File: config.mk
export PLATFORM = sky130hd
export DESIGN_NAME = cpu_register_file_flags
export DESIGN_NICKNAME = d
export VERILOG_FILES = /design/src/core/regfile_pkg.sv /design/src/core/regfile_bank.sv /design/src/core/cpu_register_file_flags.sv
export SDC_FILE = /design/constraint.sdc
export NUM_CORES = 1
export LEC_CHECK = 0
export ABC_AREA = 1
export BUFFER_PORTS_ARGS = -buffer_cell sky130_fd_sc_hd__buf_2
export CORE_MARGIN = 5
export CORE_UTILIZATION = 48
export CTS_CLUSTER_DIAMETER = 50
export CTS_CLUSTER_SIZE = 28
export DETAILED_ROUTE_END_ITERATION = 10
export PLACE_DENSITY = 0.73
export SLEW_MARGIN = 20
export SYNTH_ARGS = -nofsm -noshare
export SYNTH_HDL_FRONTEND = slang
export SYNTH_SLANG_ARGS = --single-unit
File: constraint.sdc
create_clock -name clock -period 3.9 [get_ports clock]
set_input_delay 0.78 -clock clock [delete_from_list [all_inputs] [get_ports clock]]
set_output_delay 0.78 -clock clock [all_outputs]
set_load 0.05 [all_outputs]
File: src/core/regfile_pkg.sv
package regfile_pkg;

  localparam int DATA_W = 16;
  localparam int WIDE_W = 32;
  localparam int BYTE_W = 8;
  localparam int VEC_W = 20;
  localparam int FLAG_W = 11;
  localparam int BANK_REGS = 7;
  localparam int BANKS = 2;
  localparam int SEL_W = 4;
  localparam int IDX_W = 3;

  // Register index; the byte address on the software port is index * 4
  typedef enum logic [3:0] {
    sel_data_0 = 4'h0,
    sel_data_1 = 4'h1,
    sel_data_2 = 4'h2,
    sel_data_3 = 4'h3,
    sel_address_0 = 4'h4,
    sel_address_1 = 4'h5,
    sel_frame_base = 4'h6,
    sel_static_base = 4'h7,
    sel_user_stack = 4'h8,
    sel_interrupt_stack = 4'h9,
    sel_vector_table = 4'ha,
    sel_program_counter = 4'hb,
    sel_flags = 4'hc,
    sel_active_stack = 4'hd
  } reg_sel_t;

  localparam int ADDR_SHIFT = 2;
  localparam logic [1:0] ADDR_ALIGN = 2'h0;

  typedef enum logic [1:0] {
    size_low_byte = 2'h0,
    size_high_byte = 2'h1,
    size_word = 2'h2,
    size_pair = 2'h3
  } access_size_t;

  // Flag register layout
  localparam int FLAG_CARRY = 0;
  localparam int FLAG_DEBUG = 1;
  localparam int FLAG_ZERO = 2;
  localparam int FLAG_SIGN = 3;
  localparam int FLAG_BANK = 4;
  localparam int FLAG_OVERFLOW = 5;
  localparam int FLAG_IRQ_ENABLE = 6;
  localparam int FLAG_STACK_SEL = 7;
  localparam int IPL_LSB = 8;
  localparam int IPL_W = 3;

  localparam logic [FLAG_W-1:0] FLAGS_RESET = 11'h000;
  localparam logic [VEC_W-1:0] PC_RESET = 20'h00000;
  localparam logic [DATA_W-1:0] WORD_RESET = 16'h0000;
  localparam logic [VEC_W-1:0] VEC_RESET = 20'h00000;

  localparam int SWI_NUM_W = 6;
  localparam logic [SWI_NUM_W-1:0] SWI_STACK_MAX = 6'h1f;

  typedef struct packed {
    logic en;
    reg_sel_t sel;
    access_size_t size;
    logic [WIDE_W-1:0] data;
  } exec_write_t;

  typedef struct packed {
    logic en;
    access_size_t size;
    logic [WIDE_W-1:0] result;
    logic carry;
    logic overflow;
  } alu_flags_t;

  typedef struct packed {
    logic req;
    logic [IPL_W-1:0] level;
  } irq_req_t;

endpackage

File: src/core/regfile_bank.sv
`timescale 1ns/1ps
module regfile_bank #(
  parameter int REGS = 7,
  parameter int W = 16
) (
  input wire logic clock,
  input wire logic sys_rst,
  input wire logic [REGS-1:0] we_lo,
  input wire logic [REGS-1:0] we_hi,
  input wire logic [REGS-1:0][W-1:0] wdata,
  output logic [REGS-1:0][W-1:0] q
);

  always_ff @(posedge clock) begin
    if (sys_rst) begin
      q <= '0;
    end else begin
      for (int i = 0; i < REGS; i++) begin
        if (we_lo[i]) begin
          q[i][W/2-1:0] <= wdata[i][W/2-1:0];
        end
        if (we_hi[i]) begin
          q[i][W-1:W/2] <= wdata[i][W-1:W/2];
        end
      end
    end
  end

endmodule

File: src/core/cpu_register_file_flags.sv
// Our own choices: the address-and-strobe port and the register addresses.
`timescale 1ns/1ps
module cpu_register_file_flags #(
  parameter int ADDR_W = 6
) (
  input wire logic clock,
  input wire logic sys_rst,
  input wire logic [ADDR_W-1:0] sw_addr,
  input wire logic [regfile_pkg::WIDE_W-1:0] sw_wdata,
  input wire logic sw_wr,
  input wire logic sw_rd,
  output logic [regfile_pkg::WIDE_W-1:0] sw_rdata_q,
  input wire regfile_pkg::exec_write_t exec_wr,
  input wire regfile_pkg::reg_sel_t exec_rsel,
  input wire regfile_pkg::access_size_t exec_rsize,
  output logic [regfile_pkg::WIDE_W-1:0] exec_rdata_q,
  input wire regfile_pkg::alu_flags_t alu,
  input wire logic pc_load,
  input wire logic [regfile_pkg::VEC_W-1:0] pc_value,
  input wire regfile_pkg::irq_req_t irq,
  input wire logic int_ack,
  input wire logic swi_exec,
  input wire logic [regfile_pkg::SWI_NUM_W-1:0] swi_num,
  output logic irq_take_q,
  output logic [regfile_pkg::VEC_W-1:0] program_counter_q,
  output logic [regfile_pkg::FLAG_W-1:0] processor_flags_q
);

  localparam int NB = regfile_pkg::BANK_REGS;
  localparam int DW = regfile_pkg::DATA_W;
  localparam int WW = regfile_pkg::WIDE_W;
  localparam int BW = regfile_pkg::BYTE_W;
  localparam int VW = regfile_pkg::VEC_W;

  typedef logic [NB-1:0][DW-1:0] bank_t;

  bank_t bank_q [regfile_pkg::BANKS];
  bank_t bank_wd;
  logic [NB-1:0] bank_we_lo;
  logic [NB-1:0] bank_we_hi;
  logic [DW-1:0] static_base_q;
  logic [DW-1:0] user_stack_pointer_q;
  logic [DW-1:0] interrupt_stack_pointer_q;
  logic [VW-1:0] vector_table_base_q;

  logic bank_sel;
  logic stack_sel;
  assign bank_sel = processor_flags_q[regfile_pkg::FLAG_BANK];
  assign stack_sel = processor_flags_q[regfile_pkg::FLAG_STACK_SEL];

  // Software port decode
  regfile_pkg::reg_sel_t sw_sel;
  logic sw_hit;
  assign sw_sel = regfile_pkg::reg_sel_t'(
    sw_addr[regfile_pkg::ADDR_SHIFT +: regfile_pkg::SEL_W]);
  assign sw_hit = (sw_addr[regfile_pkg::ADDR_SHIFT-1:0] ==
                   regfile_pkg::ADDR_ALIGN) &&
                  (sw_sel <= regfile_pkg::sel_flags);

  // Execution writes take priority over the software port
  logic wr_en;
  regfile_pkg::reg_sel_t wr_sel;
  regfile_pkg::access_size_t wr_size;
  logic [WW-1:0] wr_data;

  always_comb begin
    if (exec_wr.en) begin
      wr_en = 1'b1;
      wr_sel = exec_wr.sel;
      wr_size = exec_wr.size;
      wr_data = exec_wr.data;
    end else begin
      wr_en = sw_wr && sw_hit &&
              (sw_sel != regfile_pkg::sel_program_counter);
      wr_sel = sw_sel;
      wr_size = regfile_pkg::size_word;
      wr_data = sw_wdata;
    end
  end

  localparam int IDX_WD = regfile_pkg::IDX_W;

  function automatic logic [IDX_WD-1:0] partner_of(
    input logic [IDX_WD-1:0] idx);
    partner_of = (idx == IDX_WD'(regfile_pkg::sel_address_0)) ?
                 IDX_WD'(regfile_pkg::sel_address_1) : idx + IDX_WD'(2);
  endfunction

  function automatic logic pairable(input regfile_pkg::reg_sel_t s);
    pairable = (s == regfile_pkg::sel_data_0) ||
               (s == regfile_pkg::sel_data_1) ||
               (s == regfile_pkg::sel_address_0);
  endfunction

  function automatic logic byteable(input regfile_pkg::reg_sel_t s);
    byteable = (s == regfile_pkg::sel_data_0) ||
               (s == regfile_pkg::sel_data_1);
  endfunction

  // Banked register write steering
  always_comb begin
    logic [IDX_WD-1:0] idx;
    logic [IDX_WD-1:0] pidx;
    idx = wr_sel[IDX_WD-1:0];
    pidx = partner_of(idx);
    bank_we_lo = '0;
    bank_we_hi = '0;
    bank_wd = '0;
    if (wr_en && wr_sel <= regfile_pkg::sel_frame_base) begin
      unique case (wr_size)
        regfile_pkg::size_low_byte: begin
          if (byteable(wr_sel)) begin
            bank_we_lo[idx] = 1'b1;
            bank_wd[idx][BW-1:0] = wr_data[BW-1:0];
          end
        end
        regfile_pkg::size_high_byte: begin
          if (byteable(wr_sel)) begin
            bank_we_hi[idx] = 1'b1;
            bank_wd[idx][DW-1:BW] = wr_data[BW-1:0];
          end
        end
        regfile_pkg::size_word: begin
          bank_we_lo[idx] = 1'b1;
          bank_we_hi[idx] = 1'b1;
          bank_wd[idx] = wr_data[DW-1:0];
        end
        regfile_pkg::size_pair: begin
          if (pairable(wr_sel)) begin
            bank_we_lo[idx] = 1'b1;
            bank_we_hi[idx] = 1'b1;
            bank_we_lo[pidx] = 1'b1;
            bank_we_hi[pidx] = 1'b1;
            bank_wd[idx] = wr_data[DW-1:0];
            bank_wd[pidx] = wr_data[WW-1:DW];
          end
        end
      endcase
    end
  end

  genvar b;
  generate
    for (b = 0; b < regfile_pkg::BANKS; b++) begin : g_bank
      logic hit;
      assign hit = (bank_sel == 1'(b));
      regfile_bank #(
        .REGS(NB),
        .W(DW)
      ) u_bank (
        .clock(clock),
        .sys_rst(sys_rst),
        .we_lo(bank_we_lo & {NB{hit}}),
        .we_hi(bank_we_hi & {NB{hit}}),
        .wdata(bank_wd),
        .q(bank_q[b])
      );
    end
  endgenerate

  logic wr_word;
  assign wr_word = wr_en && (wr_size == regfile_pkg::size_word);

  always_ff @(posedge clock) begin
    if (sys_rst) begin
      static_base_q <= regfile_pkg::WORD_RESET;
    end else if (wr_word && wr_sel == regfile_pkg::sel_static_base) begin
      static_base_q <= wr_data[DW-1:0];
    end
  end

  always_ff @(posedge clock) begin
    if (sys_rst) begin
      user_stack_pointer_q <= regfile_pkg::WORD_RESET;
      interrupt_stack_pointer_q <= regfile_pkg::WORD_RESET;
    end else if (wr_word) begin
      if (wr_sel == regfile_pkg::sel_user_stack ||
          (wr_sel == regfile_pkg::sel_active_stack && stack_sel)) begin
        user_stack_pointer_q <= wr_data[DW-1:0];
      end
      if (wr_sel == regfile_pkg::sel_interrupt_stack ||
          (wr_sel == regfile_pkg::sel_active_stack && !stack_sel)) begin
        interrupt_stack_pointer_q <= wr_data[DW-1:0];
      end
    end
  end

  always_ff @(posedge clock) begin
    if (sys_rst) begin
      vector_table_base_q <= regfile_pkg::VEC_RESET;
    end else if (wr_word && wr_sel == regfile_pkg::sel_vector_table) begin
      vector_table_base_q <= wr_data[VW-1:0];
    end
  end

  // Program counter is loaded only by the execution unit
  always_ff @(posedge clock) begin
    if (sys_rst) begin
      program_counter_q <= regfile_pkg::PC_RESET;
    end else if (pc_load) begin
      program_counter_q <= pc_value;
    end
  end

  // Result seen at the width of the operation
  logic alu_zero;
  logic alu_sign;
  always_comb begin
    unique case (alu.size)
      regfile_pkg::size_low_byte, regfile_pkg::size_high_byte: begin
        alu_zero = (alu.result[BW-1:0] == '0);
        alu_sign = alu.result[BW-1];
      end
      regfile_pkg::size_word: begin
        alu_zero = (alu.result[DW-1:0] == '0);
        alu_sign = alu.result[DW-1];
      end
      regfile_pkg::size_pair: begin
        alu_zero = (alu.result == '0);
        alu_sign = alu.result[WW-1];
      end
    endcase
  end

  logic swi_stack;
  assign swi_stack = swi_exec && (swi_num <= regfile_pkg::SWI_STACK_MAX);

  // Writes first, ALU updates next, interrupt events last
  logic [regfile_pkg::FLAG_W-1:0] processor_flags_d;
  always_comb begin
    processor_flags_d = processor_flags_q;
    if (wr_word && wr_sel == regfile_pkg::sel_flags) begin
      processor_flags_d = wr_data[regfile_pkg::FLAG_W-1:0];
    end
    if (alu.en) begin
      processor_flags_d[regfile_pkg::FLAG_CARRY] = alu.carry;
      processor_flags_d[regfile_pkg::FLAG_ZERO] = alu_zero;
      processor_flags_d[regfile_pkg::FLAG_SIGN] = alu_sign;
      processor_flags_d[regfile_pkg::FLAG_OVERFLOW] =
        alu.overflow;
    end
    if (int_ack) begin
      processor_flags_d[regfile_pkg::FLAG_IRQ_ENABLE] = 1'b0;
      processor_flags_d[regfile_pkg::FLAG_STACK_SEL] = 1'b0;
    end
    if (swi_stack) begin
      processor_flags_d[regfile_pkg::FLAG_STACK_SEL] = 1'b0;
    end
  end

  always_ff @(posedge clock) begin
    if (sys_rst) begin
      processor_flags_q <= regfile_pkg::FLAGS_RESET;
    end else begin
      processor_flags_q <= processor_flags_d;
    end
  end

  localparam int IPL_WD = regfile_pkg::IPL_W;
  logic [IPL_WD-1:0] processor_priority_level;
  assign processor_priority_level = processor_flags_q[regfile_pkg::IPL_LSB +: IPL_WD];

  always_ff @(posedge clock) begin
    if (sys_rst) begin
      irq_take_q <= 1'b0;
    end else begin
      irq_take_q <= irq.req && !int_ack &&
                    processor_flags_q[regfile_pkg::FLAG_IRQ_ENABLE] &&
                    (irq.level > processor_priority_level);
    end
  end

  // Read path shared by both ports
  function automatic logic [WW-1:0] read_reg(
    input bank_t cur,
    input regfile_pkg::reg_sel_t s,
    input regfile_pkg::access_size_t sz,
    input logic [DW-1:0] sbase,
    input logic [DW-1:0] user_stack_pointer,
    input logic [DW-1:0] interrupt_stack_pointer,
    input logic [VW-1:0] vtb,
    input logic [VW-1:0] pc,
    input logic [regfile_pkg::FLAG_W-1:0] processor_flags);
    logic [WW-1:0] v;
    logic [IDX_WD-1:0] idx;
    idx = s[IDX_WD-1:0];
    v = '0;
    if (s <= regfile_pkg::sel_frame_base) begin
      v[DW-1:0] = cur[idx];
    end else if (s == regfile_pkg::sel_static_base) begin
      v[DW-1:0] = sbase;
    end else if (s == regfile_pkg::sel_user_stack) begin
      v[DW-1:0] = user_stack_pointer;
    end else if (s == regfile_pkg::sel_interrupt_stack) begin
      v[DW-1:0] = interrupt_stack_pointer;
    end else if (s == regfile_pkg::sel_vector_table) begin
      v[VW-1:0] = vtb;
    end else if (s == regfile_pkg::sel_program_counter) begin
      v[VW-1:0] = pc;
    end else if (s == regfile_pkg::sel_flags) begin
      v[regfile_pkg::FLAG_W-1:0] = processor_flags;
    end else if (s == regfile_pkg::sel_active_stack) begin
      v[DW-1:0] = processor_flags[regfile_pkg::FLAG_STACK_SEL] ? user_stack_pointer : interrupt_stack_pointer;
    end
    unique case (sz)
      regfile_pkg::size_low_byte: begin
        read_reg = {{(WW-BW){1'b0}}, v[BW-1:0]};
      end
      regfile_pkg::size_high_byte: begin
        read_reg = {{(WW-BW){1'b0}}, v[DW-1:BW]};
      end
      regfile_pkg::size_word: begin
        read_reg = v;
      end
      regfile_pkg::size_pair: begin
        read_reg = pairable(s) ? {cur[partner_of(idx)], cur[idx]} : v;
      end
    endcase
  endfunction

  always_ff @(posedge clock) begin
    if (sys_rst) begin
      exec_rdata_q <= '0;
    end else begin
      exec_rdata_q <= read_reg(bank_q[bank_sel], exec_rsel, exec_rsize,
                               static_base_q, user_stack_pointer_q,
                               interrupt_stack_pointer_q,
                               vector_table_base_q, program_counter_q,
                               processor_flags_q);
    end
  end

  // Read data stands only in the cycle after the strobe
  always_ff @(posedge clock) begin
    if (sys_rst) begin
      sw_rdata_q <= '0;
    end else if (sw_rd && sw_hit) begin
      sw_rdata_q <= read_reg(bank_q[bank_sel], sw_sel,
                             regfile_pkg::size_word, static_base_q,
                             user_stack_pointer_q,
                             interrupt_stack_pointer_q,
                             vector_table_base_q, program_counter_q,
                             processor_flags_q);
    end else begin
      sw_rdata_q <= '0;
    end
  end
endmodule

==> run summary, run 1 <==
The tools report the total global routing overflow as 0. The worst hold path belongs to the class in -> reg. During I/O placement, the number of pins put on the boundary was 253. The initialized floorplan defines 84 standard-cell rows.

Derived from the worst setup path, the maximum achievable clock frequency is 0.336 GHz. Average cell area after synthesis: 5.96 um^2. Of the cells placed in the final design, the portion with a size suffix greater than 1 is 13.3%. The clock latency of the later-clocked register in the worst-skew pair was 0.61 ns. The run gives 0 as the number of nets with antenna violations after routing. The largest individual stage delay along the critical path comes from the cell o21ai_2. The flip-flop cell with the highest count after synthesis is dfxtp_1. The final cell area excluding filler cells was 28900 um^2.

The sink count of the clock tree was 376. The data arrival time of the critical path came out at 3.47 ns. On the worst path, the slowest cell contributes a delay of 0.88 ns. In this run the biggest area consumer among cell types represents 29.5% of the synthesized area. The normalized max-slew margin was 13.9%; the simple-gate area share of the yosys netlist was 37.1%. The number of buffers on the longest clock path came out at 3. The critical path contains buffers and inverters numbering 4 combined. CTS built an H-tree with a depth of 2. The number of DRC markers after the initial detailed-route iteration came out at 4289. During synthesis, Yosys emitted a total of 0 warnings. The flop and latch count out of synthesis came out at 376. The horizontal die dimension was 241 um; the portion of the post-synthesis area used by sequential elements was 29.5%. Walking the worst path, the cells encountered are buf_2 -> buf_4 -> o21ai_2 -> inv_1 -> buf_4 -> nand2_1 -> nand2_1 -> nand3_1 -> a21oi_1 -> nor2_1 -> nor2_1. Ranked by total cell area, the synthesized netlist is headed by dfxtp_1, nand2_1, o21ai_0.

Mean number of vias per cell: 5.67. Routability-driven placement finished with a final weighted congestion of 1.03. The leakage power summed over all cells came out at 13.0 nW. The tightest hold path in the finished design has a slack of 0.387 ns.

The run gives 0 as the number of hold violations in the final report. Setup violations remaining at the end of the flow were counted as 0. For the pin with the worst max-slew slack, the measured transition is 1.28 ns.

The fraction of synthesized cell area in xor and xnor cells is 0%, and the core region area is 52700 um^2. Overall die area: 57900 um^2. Clock skew on the completed layout was measured at 0.0332 ns.

Counting instances in the post-synthesis netlist gives the leading cell types as nand2_1, nor2_1, o21ai_0. The count of buffers added on input and output ports is 235. On the critical path the largest part of the delay comes from buffers and inverters. The cell accounting for the most synthesized area is dfxtp_1. Once the floorplan was initialized, standard cells occupied 48.5% of the core.

The pin count of the biggest net entering global routing was 144. Along the worst path, the maximum fanout reaches 34. The logs give 0 for the number of max-slew violations in the final report and 47 for the number of clock buffers inserted by TritonCTS.

The number of global-route vias before repair is 25800. The average wire per standard cell works out to 20.7 um. Most repeated cell in the gate-level netlist after synthesis: nand2_1. The startpoint class of the critical path is a primary input.

For the setup TNS, the log shows 0 ns. For the total routing resource utilization after global routing, the log shows 35.1%. Measured along the y axis, the die boundary spans 241 um. The number of cells in the finished layout apart from fillers was 5154.

Of the available clock period, the critical path in the final layout requires 76.4%. Timing analysis after detailed placement gives a worst setup slack of 0.370 ns. The tools report the worst supply voltage drop on vdd as 352 uV.

The number of hold buffers added after CTS was 0. The number of gates resized after CTS was 0. The post-detailed-placement half-perimeter wirelength came out at 77500 um. The adder-cell area share of the yosys netlist was 0.343%; the area overhead of the layout relative to synthesis was 13.2%. Synthesis produced 4279 cells. The run gives 0 as the number of violations of the max-capacitance limit. The flow ran to the end, and the final reports show no timing, DRC or antenna violations. After synthesis, the netlist uses 55 different library cells. The final wirelength was 107000 um. The tools report the required time at the endpoint of the critical path as 4.39 ns. After synthesis, the share of flip-flops with an asynchronous set or reset is 0%. After clock tree synthesis, the clock-pin slew on the worst setup and hold paths is 0.07 ns. Dominant combinational cell family by area after synthesis: simple AND/OR/NAND/NOR gates. The synthesized netlist devotes 21.0% of its cell area to compound gates.

For this run, the detailed router's first-pass iteration total came to 7. Multiplexer cells account for 0% of the synthesized area. The final layout net count is 4591, and the residual DRC count is 0. STA classifies the critical path endpoint as a flip-flop.

The critical path is of the in -> reg type. Initial antenna violation count: 1. In this run the cell area measured after placement is 27100 um^2. The post-CTS setup repair buffer count is 0. In this run, synthesis inferred 0 flip-flops with an integrated enable. CTS placed an instance of clkbuf_16 at the clock tree root. For the area of the mapped netlist, the log shows 25500 um^2.

Setup repair after global routing left no endpoint under its margin. TritonCTS built the clock tree. The final critical delay including setup and external delays was 2.98 ns. The power per standard cell area was 362 nW/um^2; the final worst slack was 0.921 ns.

The first global-routing pass estimated 157000 um of wire. Summing over every cut layer, the via total after detailed routing is 29200. The instance count after placement with tap cells included was 5066.
## power breakdown
group	internal, W	leakage (nW)	switching (W)	total [W]
clock	0.00260	0.826	0.00212	0.00472
combinational	0.000448	9.16	0.00135	0.00180
sequential	0.00391	3.04	0.0000422	0.00395
total	0.00695	13.0	0.00351	0.0105
## cell usage in the layout (no fill, tap or decap), types with 11 or more instances in the layout
cell          n
nand2_1    1251
nor2_1      632
o21ai_0     490
inv_1       425
dfxtp_1     375
buf_2       235
a21oi_1     222
nand3_1     173
buf_4       104
o211ai_1     76
clkbuf_16    48
nand4_1      34
or2_2        33
o22ai_1      28
nand3_4      27
inv_2        23
o21ai_1      23
nand2_2      20
o221ai_1     20
a211oi_1     18
a31oi_1      15
nor2_2       14
o21a_1       13
nand3_2      12
conb_1       12
o21bai_1     11
## registers in the layout, indices dropped and copies added, names as in the netlist
name and count:
sw_rdata_q 20, vector_table_base_q 20, user_stack_pointer_q 16, g_bank.u_bank.q 224, irq_take_q 1, exec_rdata_q 32, static_base_q 16, interrupt_stack_pointer_q 16
processor_flags_q 11, program_counter_q 20
## layout make-up
type | count | area (um^2)
clock inverter | 30 | 427
sequential | 376 | 7530
inverter | 458 | 1730
antenna | 1 | 2.50
multi-input combinational | 3199 | 15000
timing repair buffer | 345 | 2080
clock buffer | 57 | 1290
fill | 5397 | 23800
tap | 688 | 861
## stage by stage
| stage | utilization, % | total power, W |
|---|---|---|
| final | 54.8 | 0.0105 |
| after global routing | 54.8 | 0.0107 |
| after CTS | 54.8 | 0.0104 |
| after detailed placement | 51.5 | 0.00575 |
| after global placement | 51.5 | 0.00574 |
| after floorplan | - | 0.00514 |
## cell families (layout without fill, tap and decap cells)
family,Yosys count,count (layout)
flops,376,376
compound gates,952,952
buf+inv,715,890
fa+ha+maj,7,7
simple gates,2228,2228
other cells,1,13
## metal layers
metal / vias up / share of wire (%) / track usage [%]
li1: 14000 / - / -
met1: 13000 / 39 / 46.2
met2: 1825 / 41 / 52.4
met3: 407 / 13 / 9.28
met4: 2 / 6.9 / 19.8
met5: - / 0.015 / 0
## worst paths after layout
| kind | endpoint | cells after the start | slack, ns | start |
|---|---|---|---|---|
| worst max register to register | exec_rdata_q[6] | 12 | 1.10 | processor_flags_q[4] |
| worst max-delay path | g_bank[0].u_bank.q[80] | 11 | 0.92 | exec_wr[38] |
| worst min-delay path | program_counter_q[5] | 3 | 0.39 | pc_value[5] |
| worst min register to register | static_base_q[0] | 2 | 0.46 | static_base_q[0] |
## worst min-delay path: cells and delay by family
kind	cells	cell delay, ns
simple gates	2	0.11
buf+inv	1	0.08
Note: power is estimated with default switching activity, not from simulation.
==> inputs of run 2 (changes only) <==
==> constraint.sdc (replaced) <==
create_clock -name clock -period 2.8 [get_ports clock]
set_input_delay 0.56 -clock clock [delete_from_list [all_inputs] [get_ports clock]]
set_output_delay 0.56 -clock clock [all_outputs]
set_load 0.05 [all_outputs]
==> run 2 against run 1 <==
  * Critical path depth is 2 lower
  * Hold slack got worse by 0.21 ns
  * Utilization is 2.3 points higher
  * Register-to-register slack worse by 0.92 ns
  * Sequential share of layout area shrank 1.1 points
  * Global-route usage up 0.73 points
  * Final cell count is 3.1% higher
  * Via count is 2.0% higher
  * Sequential cell count did not move
  * Non-clock buffer count increased by 170
==> run summary, run 2 (synthesis gave the netlist of run 1 again) <==
After clock tree synthesis, the repair step resized 0 gates. The cts-stage hold buffer count is 0. For the number of violations of the max-capacitance limit, the log shows 0. In this run the worst hold path is classified as in -> reg.

The flip-flop count of the largest register, all copies and words added came out at 224. Startpoint of the tightest hold check path: pc_value[5]. Per report_power, the sequential group accounts for 38.2% of the total.

The startpoint class of the critical path was a flip-flop. The total overflow left after global routing is 0. For the number of nets with antenna violations after routing, the log shows 0.

The flow ran to the end, and the final reports show no timing, DRC or antenna violations. The tools report the total routing resource utilization after global routing as 35.9%. For the via count, the log shows 29800. The setup TNS came out at 0 ns. Between clock sinks in the finished design, the worst skew comes to 0.0352 ns. Clock tree synthesis found a total of 376 sinks.

TritonCTS built the clock tree. For this design the total switching power over the nets is 0.00470 W. In this run the tool buffered the top-level ports with 235 buffer cells.

Of the total power, the clock network draws 43.1%. For this run, design rule violations remaining after detail routing come to 0. The number of levels the H-tree was split into came out at 2. Register containing the most flip-flops in the final layout: g_bank.u_bank.q. 253 I/O pins were placed. The HPWL after detailed placement is 80200 um.

In this run the standard cell core region covers 52700 um^2. The worst path meets setup with 0.180 ns of slack. The vertical die dimension was 241 um; the highest attainable clock frequency was 0.382 GHz.

Buffers inserted during clock tree synthesis total 42. The setup path with the least slack is of type reg -> reg. Data arrives at the worst endpoint at 3.10 ns. Excluding fillers, the count of instances in the completed layout stands at 5316. The die covers 57900 um^2. Cells with a size suffix above 1 make up 16.4% of the layout.

In the final layout, the registers with the most flip-flops are g_bank.u_bank.q: 224 flops, exec_rdata_q: 32 flops. The cell at the root of the clock tree was clkbuf_16. Relative to the synthesized area, the layout overhead comes to 18.0%. Combinational logic is responsible for 18.7% of the overall power. The longest clock path from root to sink contains 3 buffers. Clock latency on the worst-skew pair, taken at its later pin, is 0.61 ns. Setup violations remaining at the end of the flow were counted as 0.

Final layout net count: 4756. Counting tap cells, the placed design contains a total of 5236 instances. In this run the register-to-register setup slack is 0.18 ns. Setup repair after global routing left no endpoint under its margin.

The routed design has 107000 um of wire. Across the VDD grid, the largest voltage drop is 438 uV. The maximum fanout count along the critical path was 27. For the number of hold violations in the final report, the log shows 0.

The top cell types in the final layout, fill and taps aside, are nand2_1, nor2_1, o21ai_0. In this run, the number of DRC markers left after iteration 0 of detailed routing was 3782. Clock-pin slew was measured on the worst setup and hold paths at 0.08 ns. Final critical delay including setup and external delays: 2.62 ns. The number of global-route vias before repair was 26500; the internal power consumption was 0.00968 W.

In this run the worst setup path begins at processor_flags_q[4]. The pin count of the biggest net entering global routing was 105; the actual slew at the worst max-slew pin was 1.16 ns. Number of max-slew violations in the final report: 0. For this configuration, the core starts out at a cell density of 48.5%. The leakage power summed over all cells was 13.8 nW. In this run switching power makes up 32.7% of total power. The worst setup path is captured at a flip-flop.

In this run the post-CTS setup repair buffer count came out at 0. The cell area reported after detailed placement came out at 28500 um^2. After routing the design area is 30100 um^2.

At the worst endpoint, the required time is 3.28 ns. OpenSTA, run right after detailed placement, puts the worst setup slack at -0.276 ns. The ratio of final minimum period to clock period works out to 93.6%. Leaving out fill and tap cells, the most frequent cell in the layout is nand2_1. Detailed-router iteration count before antenna repair: 6.

Measured on the finished design, the core utilization comes to 57.2%. After filler insertion, the fill cell instance count of the layout stands at 5339. The reg-to-reg critical path startpoint is processor_flags_q[4]. Measured against its own limit, the worst slew margin works out to 22.2%. Dividing the detail-routed via count by the number of cells gives 5.61. The floorplan step set the die width to 241 um. At the end of routability-driven placement, the weighted congestion stood at 1.01. The first global-routing pass estimated 161000 um of wire. For this design the ratio of total power to cell area is 478 nW/um^2. Row generation in the floorplan step produced 84 rows. The tools report the initial antenna violation count as 1. Dividing the detail-routed wire length by the instance count gives 20.2 um.
==> run 2: cell types whose count changed in the layout (fill, tap and decap cells not counted), moves of 4 or more <==
cell	previous run	this run
buf_12	6	16
buf_4	104	264
bufinv_16	1	5
clkbuf_16	48	42
o21ai_0	490	494
o21ai_1	23	19
==> run 2: power groups by stage <==
stage / logic [W] / clock network [W] / registers (W)
6_report: 0.00269 / 0.00619 / 0.00550
5_1_grt: 0.00284 / 0.00646 / 0.00551
4_1_cts: 0.00260 / 0.00625 / 0.00550
3_5_place_dp: 0.00259 / 0 / 0.00562
3_3_place_gp: 0.00257 / 0 / 0.00562
2_1_floorplan: 0.00140 / 0 / 0.00575
==> run 2: layout make-up <==
class	count	area [um^2]	area share, %
Clock inverter	32	448	1.49
Tap cell	688	861	2.86
Sequential cell	376	7530	25.0
Inverter	458	1730	5.74
Clock buffer	46	1110	3.67
Antenna cell	2	5.00	0.0166
Timing Repair Buffer	515	3480	11.6
Multi-Input combinational cell	3199	14900	49.6
==> run 2: metrics by stage <==
| stage | hold slack [ns] | total power [W] |
|---|---|---|
| after floorplan | 0.434 | 0.00715 |
| after global routing | 0.179 | 0.0148 |
| after global placement | 0.443 | 0.00819 |
| after detailed placement | 0.448 | 0.00821 |
| final | 0.176 | 0.0144 |
| after CTS | 0.154 | 0.0143 |
==> run 2: final timing paths <==
kind	to	cells past startpoint
worst min-delay path	program_counter_q[5]	3
worst max-delay path	exec_rdata_q[5]	9
worst max register to register	exec_rdata_q[5]	9
worst min register to register	static_base_q[4]	2
==> run 2: worst max-delay path: stages, from the launching register on <==
cell and delay, ns:
dfxtp_4 0.48, buf_12 0.21, o21ai_0 0.90, nand2_1 0.13, nand4_1 0.15, nand3_1 0.20
nand3_1 0.13, nand2_1 0.06, nor2_1 0.13, nor2_1 0.06
==> run 2: layer usage <==
layer / vias to the layer above / global-route usage (%) / part of all wire, %
li1: 14300 / - / -
met1: 13300 / 47.2 / 39
met2: 1786 / 54.7 / 43
met3: 391 / 8.42 / 12
met4: 2 / 19.4 / 6.6
met5: - / 0 / 0.012
